--- config.mk ---
export PLATFORM = sky130hd
export DESIGN_NAME = codec_power_enable_regs
export DESIGN_NICKNAME = d
export VERILOG_FILES = /design/src/rtl/codec_power_enable_regs.v /design/src/rtl/enable_reg.v
export VERILOG_INCLUDE_DIRS = /design/src /design/src/rtl
export SDC_FILE = /design/constraint.sdc
export NUM_CORES = 1
export LEC_CHECK = 0
export BUFFER_PORTS_ARGS = -buffer_cell sky130_fd_sc_hd__buf_4
export CAP_MARGIN = 10
export CORE_MARGIN = 1
export CORE_UTILIZATION = 50
export DETAILED_ROUTE_END_ITERATION = 8
export PLACE_DENSITY = 0.77
export REMOVE_ABC_BUFFERS = 1
export SETUP_SLACK_MARGIN = 0.5
export SLEW_MARGIN = 0
export SYNTH_ARGS = -nofsm -noshare
export SYNTH_HDL_FRONTEND = slang
export SYNTH_HIERARCHICAL = 1
export SYNTH_SLANG_ARGS = --single-unit
--- constraint.sdc ---
create_clock -name mclk -period 1.9 [get_ports mclk]
set_input_delay 0.475 -clock mclk [delete_from_list [all_inputs] [get_ports mclk]]
set_output_delay 0.475 -clock mclk [all_outputs]
set_load 0.005 [all_outputs]
--- src/rtl/codec_power_map.vh ---
`ifndef CODEC_POWER_MAP_VH
`define CODEC_POWER_MAP_VH
// ============================================================
// register offsets
`define OUT_PATH_OFS 8'h0A
`define CONV_CLK_OFS 8'h0B
`define MASTER_RTC_OFS 8'h0C
// ============================================================
// output_path_power fields
`define BEEP_PATH_BIT 7
`define SPK_RIGHT_BIT 3
`define SPK_LEFT_BIT 2
`define HP_RIGHT_BIT 1
`define HP_LEFT_BIT 0
`define OUT_PATH_MASK 16'h008F
`define OUT_PATH_RST 16'h0000
// ============================================================
// converter_clock_power fields
`define CODEC_CLK_BIT 14
`define HIGHPASS_BIT 13
`define FREQ_LOOP_BIT 11
`define FREQ_LOOP_OSC_BIT 10
`define ZC_SLOW_CLK_BIT 8
`define RIGHT_DAC_BIT 5
`define LEFT_DAC_BIT 4
`define RIGHT_ADC_BIT 3
`define LEFT_ADC_BIT 2
`define CONV_CLK_MASK 16'h6D3C
`define CONV_CLK_RST 16'h2000
// ============================================================
// master_and_rtc_power fields
`define CODEC_MASTER_BIT 12
`define RTC_TICK_BIT 11
`define XTAL_OSC_BIT 10
`define MASTER_RTC_MASK 16'h1C00
`define KEY_PROT_MASK 16'h0C00
`define MASTER_RTC_RST 16'h0C00
`endif

--- src/rtl/codec_power_enable_regs.v ---
// Behaviour
// - 0x0A holds beep path enable bit 7, drivers bits 3..0, reset 0.
// - 0x0B holds codec clock bit 14, DAC enables bits 5,4, reset 0.
// - 0x0B bit 13 high-pass enable resets to 1.
// - 0x0B bits 11,10 frequency loop and its oscillator, reset 0.
// - 0x0B bit 8 zero-cross slow clock enable, reset 0.
// - 0x0C bit 12 master enable at 0 holds codec registers in reset.
// - Power state machine can restore 0x0C enables to defaults.
// - 0x0C bit 11 rtc tick enable resets to 1; 0 stops clock.
// - 0x0C bit 10 crystal oscillator enable resets to 1.
// - Rtc and oscillator enables written only while key unlocked; restore ignores key.
// - Key-protected defaults come from a fixed mask option.
`include "codec_power_map.vh"
`default_nettype none
module codec_power_enable_regs #(
    // fixed mask option for the key-protected defaults
    parameter [15:0] MASK_OPTION_DEFAULT = `MASTER_RTC_RST
) (
    // clock and reset
    input wire mclk,
    input wire rst_n,
    // register access from control interface
    input wire [7:0] reg_addr,
    input wire reg_wr,
    input wire [15:0] reg_wdata,
    input wire reg_rd,
    output reg [15:0] reg_rdata,
    output reg reg_hit,
    // security key and power state machine
    input wire key_unlocked,
    input wire psm_restore,
    // output path enables
    output wire beep_path_en,
    output wire spk_right_drv_en,
    output wire spk_left_drv_en,
    output wire hp_right_drv_en,
    output wire hp_left_drv_en,
    // converter and clock enables
    output wire codec_clk_en,
    output wire highpass_en,
    output wire freq_loop_en,
    output wire freq_loop_osc_en,
    output wire zero_cross_slow_clk_en,
    output wire right_dac_en,
    output wire left_dac_en,
    output wire right_adc_en,
    output wire left_adc_en,
    // master and always-on enables
    output wire codec_master_en,
    output wire codec_regs_rst_n,
    output wire rtc_tick_en,
    output wire xtal_osc_en
);
    // ========================================================
    // reset release
    // registers leave reset two edges after rst_n rises
    reg rst_s1_q;
    reg rst_s2_q;
    always @(posedge mclk or negedge rst_n) begin
        if (!rst_n) begin
            rst_s1_q <= 1'b0;
            rst_s2_q <= 1'b0;
        end else begin
            rst_s1_q <= 1'b1;
            rst_s2_q <= rst_s1_q;
        end
    end

    // ========================================================
    // decode
    wire sel_out = (reg_addr == `OUT_PATH_OFS);
    wire sel_conv = (reg_addr == `CONV_CLK_OFS);
    wire sel_mrtc = (reg_addr == `MASTER_RTC_OFS);
    wire wr_out = reg_wr && sel_out;
    wire wr_conv = reg_wr && sel_conv;
    wire wr_mrtc = reg_wr && sel_mrtc;

    wire [15:0] out_q;
    wire [15:0] conv_q;
    wire [15:0] mrtc_q;

    wire [15:0] mrtc_wbits;
    wire mrtc_restore;
    wire [15:0] mrtc_restore_val;
    wire [15:0] mrtc_restore_bits;

    // ========================================================
    // write and restore qualifiers
    // key-protected bits writable only while unlocked
    assign mrtc_wbits = key_unlocked ? 16'hFFFF : ~`KEY_PROT_MASK;
    // restore wins over a write in the same cycle
    assign mrtc_restore = psm_restore;
    // defaults of the key-protected bits come from the fixed option only
    assign mrtc_restore_val = MASK_OPTION_DEFAULT & `KEY_PROT_MASK;
    assign mrtc_restore_bits = `MASTER_RTC_MASK;

    // ========================================================
    // registers
    enable_reg #(
        .MASK(`OUT_PATH_MASK),
        .RST(`OUT_PATH_RST)
    ) u_out_path (
        .mclk(mclk),
        .rst_n(rst_s2_q),
        .wr_en(wr_out),
        .wr_data(reg_wdata),
        .wr_bits(16'hFFFF),
        .restore(1'b0),
        .restore_val(`OUT_PATH_RST),
        .restore_bits(16'h0000),
        .val_q(out_q)
    );

    enable_reg #(
        .MASK(`CONV_CLK_MASK),
        .RST(`CONV_CLK_RST)
    ) u_conv_clk (
        .mclk(mclk),
        .rst_n(rst_s2_q),
        .wr_en(wr_conv),
        .wr_data(reg_wdata),
        .wr_bits(16'hFFFF),
        .restore(1'b0),
        .restore_val(`CONV_CLK_RST),
        .restore_bits(16'h0000),
        .val_q(conv_q)
    );

    enable_reg #(
        .MASK(`MASTER_RTC_MASK),
        .RST(MASK_OPTION_DEFAULT & `KEY_PROT_MASK)
    ) u_master_rtc (
        .mclk(mclk),
        .rst_n(rst_s2_q),
        .wr_en(wr_mrtc),
        .wr_data(reg_wdata),
        .wr_bits(mrtc_wbits),
        .restore(mrtc_restore),
        .restore_val(mrtc_restore_val),
        .restore_bits(mrtc_restore_bits),
        .val_q(mrtc_q)
    );

    // ========================================================
    // enable outputs
    // all enables come straight from register flops
    // output path
    assign beep_path_en = out_q[`BEEP_PATH_BIT];
    assign spk_right_drv_en = out_q[`SPK_RIGHT_BIT];
    assign spk_left_drv_en = out_q[`SPK_LEFT_BIT];
    assign hp_right_drv_en = out_q[`HP_RIGHT_BIT];
    assign hp_left_drv_en = out_q[`HP_LEFT_BIT];

    // converter and clock
    assign codec_clk_en = conv_q[`CODEC_CLK_BIT];
    assign highpass_en = conv_q[`HIGHPASS_BIT];
    assign freq_loop_en = conv_q[`FREQ_LOOP_BIT];
    assign freq_loop_osc_en = conv_q[`FREQ_LOOP_OSC_BIT];
    assign zero_cross_slow_clk_en = conv_q[`ZC_SLOW_CLK_BIT];
    assign right_dac_en = conv_q[`RIGHT_DAC_BIT];
    assign left_dac_en = conv_q[`LEFT_DAC_BIT];
    assign right_adc_en = conv_q[`RIGHT_ADC_BIT];
    assign left_adc_en = conv_q[`LEFT_ADC_BIT];

    // master and always-on
    assign codec_master_en = mrtc_q[`CODEC_MASTER_BIT];
    // codec registers held in reset while the master enable is 0
    assign codec_regs_rst_n = codec_master_en;
    assign rtc_tick_en = mrtc_q[`RTC_TICK_BIT];
    assign xtal_osc_en = mrtc_q[`XTAL_OSC_BIT];

    // ========================================================
    // read data select, unassigned bits forced to zero
    wire [15:0] out_img;
    wire [15:0] conv_img;
    wire [15:0] mrtc_img;
    reg [15:0] rdata_d;
    reg hit_d;

    assign out_img = out_q & `OUT_PATH_MASK;
    assign conv_img = conv_q & `CONV_CLK_MASK;
    assign mrtc_img = mrtc_q & `MASTER_RTC_MASK;

    // unmapped offsets read zero and report no hit
    always @* begin
        rdata_d = 16'h0000;
        hit_d = 1'b0;
        case (reg_addr)
            `OUT_PATH_OFS: begin
                rdata_d = out_img;
                hit_d = 1'b1;
            end
            `CONV_CLK_OFS: begin
                rdata_d = conv_img;
                hit_d = 1'b1;
            end
            `MASTER_RTC_OFS: begin
                rdata_d = mrtc_img;
                hit_d = 1'b1;
            end
            default: begin
                rdata_d = 16'h0000;
                hit_d = 1'b0;
            end
        endcase
    end

    // ========================================================
    // read port, registered, held until the next read strobe
    always @(posedge mclk or negedge rst_s2_q) begin
        if (!rst_s2_q) begin
            reg_rdata <= 16'h0000;
            reg_hit <= 1'b0;
        end else if (reg_rd) begin
            reg_rdata <= rdata_d;
            reg_hit <= hit_d;
        end
    end
endmodule // codec_power_enable_regs
`default_nettype wire

--- src/rtl/enable_reg.v ---
`default_nettype none
// ============================================================
// masked register with async reset, write and default restore
module enable_reg #(
    parameter [15:0] MASK = 16'hFFFF,
    parameter [15:0] RST = 16'h0000
) (
    // clock and reset
    input wire mclk,
    input wire rst_n,
    // control
    input wire wr_en,
    input wire [15:0] wr_data,
    input wire [15:0] wr_bits,
    input wire restore,
    input wire [15:0] restore_val,
    input wire [15:0] restore_bits,
    // state
    output reg [15:0] val_q
);
    wire [15:0] val_d;
    wire [15:0] wmask;

    assign wmask = MASK & wr_bits & {16{wr_en}};
    assign val_d = restore ?
        ((val_q & ~restore_bits) | (restore_val & restore_bits)) :
        ((val_q & ~wmask) | (wr_data & wmask));

    always @(posedge mclk or negedge rst_n) begin
        if (!rst_n) begin
            val_q <= RST & MASK;
        end else begin
            val_q <= val_d;
        end
    end
endmodule // enable_reg
`default_nettype wire

* Word level (Yosys, flattened, before mapping)
Index checks and enable logic that the tools add are counted.
** Operators by class
- Reduce and logical (&&, ||, !) cells :: 4
- Eq/ne operators :: 3
- Bitwise logic cells :: 13
- Muxes and demuxes :: 4
** Operators by type and width (count)
- $and A16 B16 Y16 :: 4
- $or A16 B16 Y16 :: 3
- $pmux W15 S3 :: 1
- $eq A8 B4 Y1 const B :: 3
- $and A13 B16 Y16 :: 1
- $and A16 B15 Y16 :: 1
- $and A16 B8 Y16 :: 1
- $not A15 Y16 :: 1
- $not A16 Y16 :: 1
- $not A8 Y16 :: 1
- $mux W13 :: 1
- $mux W12 :: 1
- $logic_and A1 B1 Y1 :: 3
- $reduce_or A3 Y1 :: 1
- $mux W1 :: 1
** Word-level totals
- Bits in registers :: 67
- Input port bits :: 30

* Logic depth before layout (Yosys ltp)
- Depth in word-level cells :: 7
- Mapped depth :: 8
- Gate-level depth less buffers :: 6

* By module
The synthesis kept the hierarchy.
** By module, submodules not included
- enable_reg (u_conv_clk) :: cells an instance 71, area each 862.1 um^2, instances 1
- codec_power_enable_regs :: cells an instance 84, area each 794.5 um^2, instances 1
- enable_reg (u_out_path) :: cells an instance 61, area each 779.5 um^2, instances 1
- enable_reg (u_master_rtc) :: cells an instance 56, area each 738.2 um^2, instances 1

* Least setup slack after synthesis
Ideal clock, no wire load.
- Path type :: input -> register
- Start point :: input port reg_addr[5]
- End point :: register with a tool-made name
- Path buffers :: 2
- Setup slack :: 107 ps
- Stages :: 8
- Data arrival time :: 1664 ps
- Cell sequence :: nor4_1 -> nand4_1 -> nor2_1 -> buf_6 -> buf_12 -> a21boi_2 -> a311oi_1 -> a21oi_1
** RTL lines
- start: declaration :: RTL line codec_power_enable_regs.v:23 : input wire [7:0] reg_addr,

==> impl_summary.txt <==
----------------------------------------------------
[CTS]
  # H-tree levels ... 2
  Number of clock sinks ... 33
  Max Buffers Root-to-Sink ... 2
  Clk Latency, worst-skew pair ... 0.29 ns
  Clk slew on worst S/H paths ... 0.06 ns
  Clock root buffer ... sky130_fd_sc_hd__clkbuf_8
  TritonCTS clock tree ... yes
  Number of CTS-inserted buffers ... 5

[Timing]
  Setup repair after global routing missed its margin ... true
  Final hold vios ... 0
  Number of pins exceeding their max-slew limit in the final report ... 0
  Period Utilization, post-route ... 91.72%
  Final setup violation count ... 0
  Final Critical Period ... 1.743 ns
  Worst-case clock skew ... 0.002390 ns
  Max Clock Freq ... 573.8 MHz
  Smallest hold slack ... 0.1578 ns
  Final TNS setup ... 0 ns

[Worst setup path]
  Critical path peak fanout ... 7
  Reg-to-reg setup timing slack ... 0.63 ns
  Worst setup path start ... reg_addr[2]
  Path type of the worst setup path ... input port to flop
  CP max-delay cell ... sky130_fd_sc_hd__nor4_4
  Data required time of the worst path ... 2.07 ns
  Data arrival, critical path ... 1.91 ns
  Ordered cell list for the critical path ... buf_8, nor4_4, nand4_1, nor2_4, buf_6, a21boi_2, a311oi_1, a21oi_1
  Biggest cell delay along the critical path ... 0.29 ns
  Worst setup SP type ... input port
  Critical Path Sink Type ... flop

[Routing]
  Post-detailed-route wirelength per cell ... 15.42 µm
  Final routed wirelength across all metal layers ... 5784 µm
  Number of detailed-routing iterations run before antenna repair ... 4
  Number of vias per cell after detailed routing ... 5.104
  Total number of vias ... 1914
  Final routed DRC violation total ... 0
  Length of routed met3 wiring ... 373 µm
  Initial DRC Count ... 89
  Uppermost signal routing layer after detailed routing ... met4
  Met1 routed wirelength after detailed routing ... 2175 µm
  Remaining number of nets flagged by the antenna check after routing ... 0
  Met2 Routed Length ... 3085 µm

[Synthesis]
  Syn Std Cell Area ... 0.001866 mm²
  Warning count from the yosys run ... 6
  Count of mapped cells out of synthesis ... 178
  Mean cell area of the mapped netlist ... 10.48 µm²

[Power]
  Leakage ... 1.487 nW
  Combinational cell fraction of total power ... 25.0%
  Sequential share of power ... 46.0%
  Post-route total power ... 1.774 mW
  Clock network fraction of total power ... 29.0%
  Net switching power ... 0.5094 mW
  Maximum resistive drop on vdd ... 0.4100 mV
  Power per Cell Area ... 578.3 mW/mm²
  Cell Int Power ... 1.265 mW
  Switching part of the total ... 28.71%

[Hold path]
  Classification of the worst-slack hold path ... flop to async pin

[Cells and area]
  Post-Layout Cell Count ... 375
  ANT cells ... 0
  Nets ... 358
  Area overhead of the layout relative to synthesis ... 64.45%
  Share of cells above drive strength 1 ... 42.25%
  Core Util, Final ... 89.13%

[Global route]
  Pin count of the biggest net entering global routing ... 27
  Global-route wire length before repair ... 8280 µm
  Number of global-route vias before repair ... 1807
  Overall routing resource usage ... 27.37%
  GRT overflow ... 0
  Antenna violations before repair ... 0

[Status]
  Outcome ... finished clean

[Die]
  Vertical extent of the die ... 63.08 µm
  Core Region ... 0.003442 mm²
  Placement Rows ... 21
  Die extent in x ... 63.08 µm
  Overall die area ... 0.003979 mm²
  Starting density of the core ... 54.20%
  I/O Pins ... 65

[Placement]
  Detail Placement HPWL ... 3094 µm
  Cell count after placement ... 344
  Placer Congestion ... 0.7648
  IO Port Bufs ... 58

[Run]
  Maximum Capacitance Violations ... 0

----------------------------------------------------
-- worst max-delay path: cells and delay by family --
kind	cells	cell delay [ns]
AO/OA/AOI/OAI	3	0.39
buffers and inverters	2	0.28
AND/OR/NAND/NOR	3	0.76
-- path summary, 6_finish.rpt --
path,end,cells after the start
worst max-delay path,flop,8
worst min register to register,async pin,0
max in group asynchronous,async pin,1
min in group mclk,rst_s2_q$_DFF_PN0_,0
worst min-delay path,async pin,0
worst max register to register,flop,5
-- power groups by stage --
stage	Combinational, mW	Clock (mW)	Sequential [mW]
floorplan	0.156	0	0.826
global placement	0.318	0	0.827
detailed placement	0.327	0	0.831
CTS	0.381	0.509	0.813
global route	0.477	0.557	0.824
finish	0.443	0.515	0.817
-- cell type report --
cell class,instances,area [µm²]
clock buffer,8,80.08
sequential,33,829.5
tap,46,57.56
fill,164,374.1
timing repair buffer,91,769.5
multi-input combinational,182,1275
inverter,15,56.30
-- cells in the final DEF (no fill, tap or decap), types with 2 or more instances in the layout --
master / n
sky130_fd_sc_hd__a311oi_2: 9
sky130_fd_sc_hd__buf_6: 17
sky130_fd_sc_hd__inv_1: 15
sky130_fd_sc_hd__buf_4: 69
sky130_fd_sc_hd__clkbuf_8: 5
sky130_fd_sc_hd__buf_8: 3
sky130_fd_sc_hd__clkbuf_1: 3
sky130_fd_sc_hd__o22ai_1: 5
sky130_fd_sc_hd__mux2i_1: 17
sky130_fd_sc_hd__dfrtp_1: 30
sky130_fd_sc_hd__conb_1: 70
sky130_fd_sc_hd__a22oi_1: 2
sky130_fd_sc_hd__a21boi_2: 13
sky130_fd_sc_hd__a311oi_1: 8
sky130_fd_sc_hd__a21boi_1: 4
sky130_fd_sc_hd__dfstp_2: 3
sky130_fd_sc_hd__nand2_1: 11
sky130_fd_sc_hd__a21oi_1: 18
sky130_fd_sc_hd__o22ai_2: 7
sky130_fd_sc_hd__mux2_2: 2
-- per-stage QoR --
stage                     setup slack, ns  area [µm²]
final                              0.1573        3068
after global routing               0.1330        3068
after CTS                          0.3245        2883
after detailed placement         -0.08897        2526
after global placement           -0.03726        2526
after floorplan                   -0.2645        1958
-- per-layer routing --
metal	global-route usage [%]	up-vias
met5	0	-
met4	11.92	0
met3	8.152	16
met2	47.58	88
met1	30.72	924
li1	-	886
-- repair_timing --
action                     in CTS  in global routing
hold buffers                    1                  0
buffers inserted               17                  3
resized for setup              49                 33
hold endpoints to repair        2                  0
pin swaps                      29                 16
gates cloned                    2                  0
setup endpoints to repair      20                 28
Note: power is estimated with default switching activity, not from simulation.
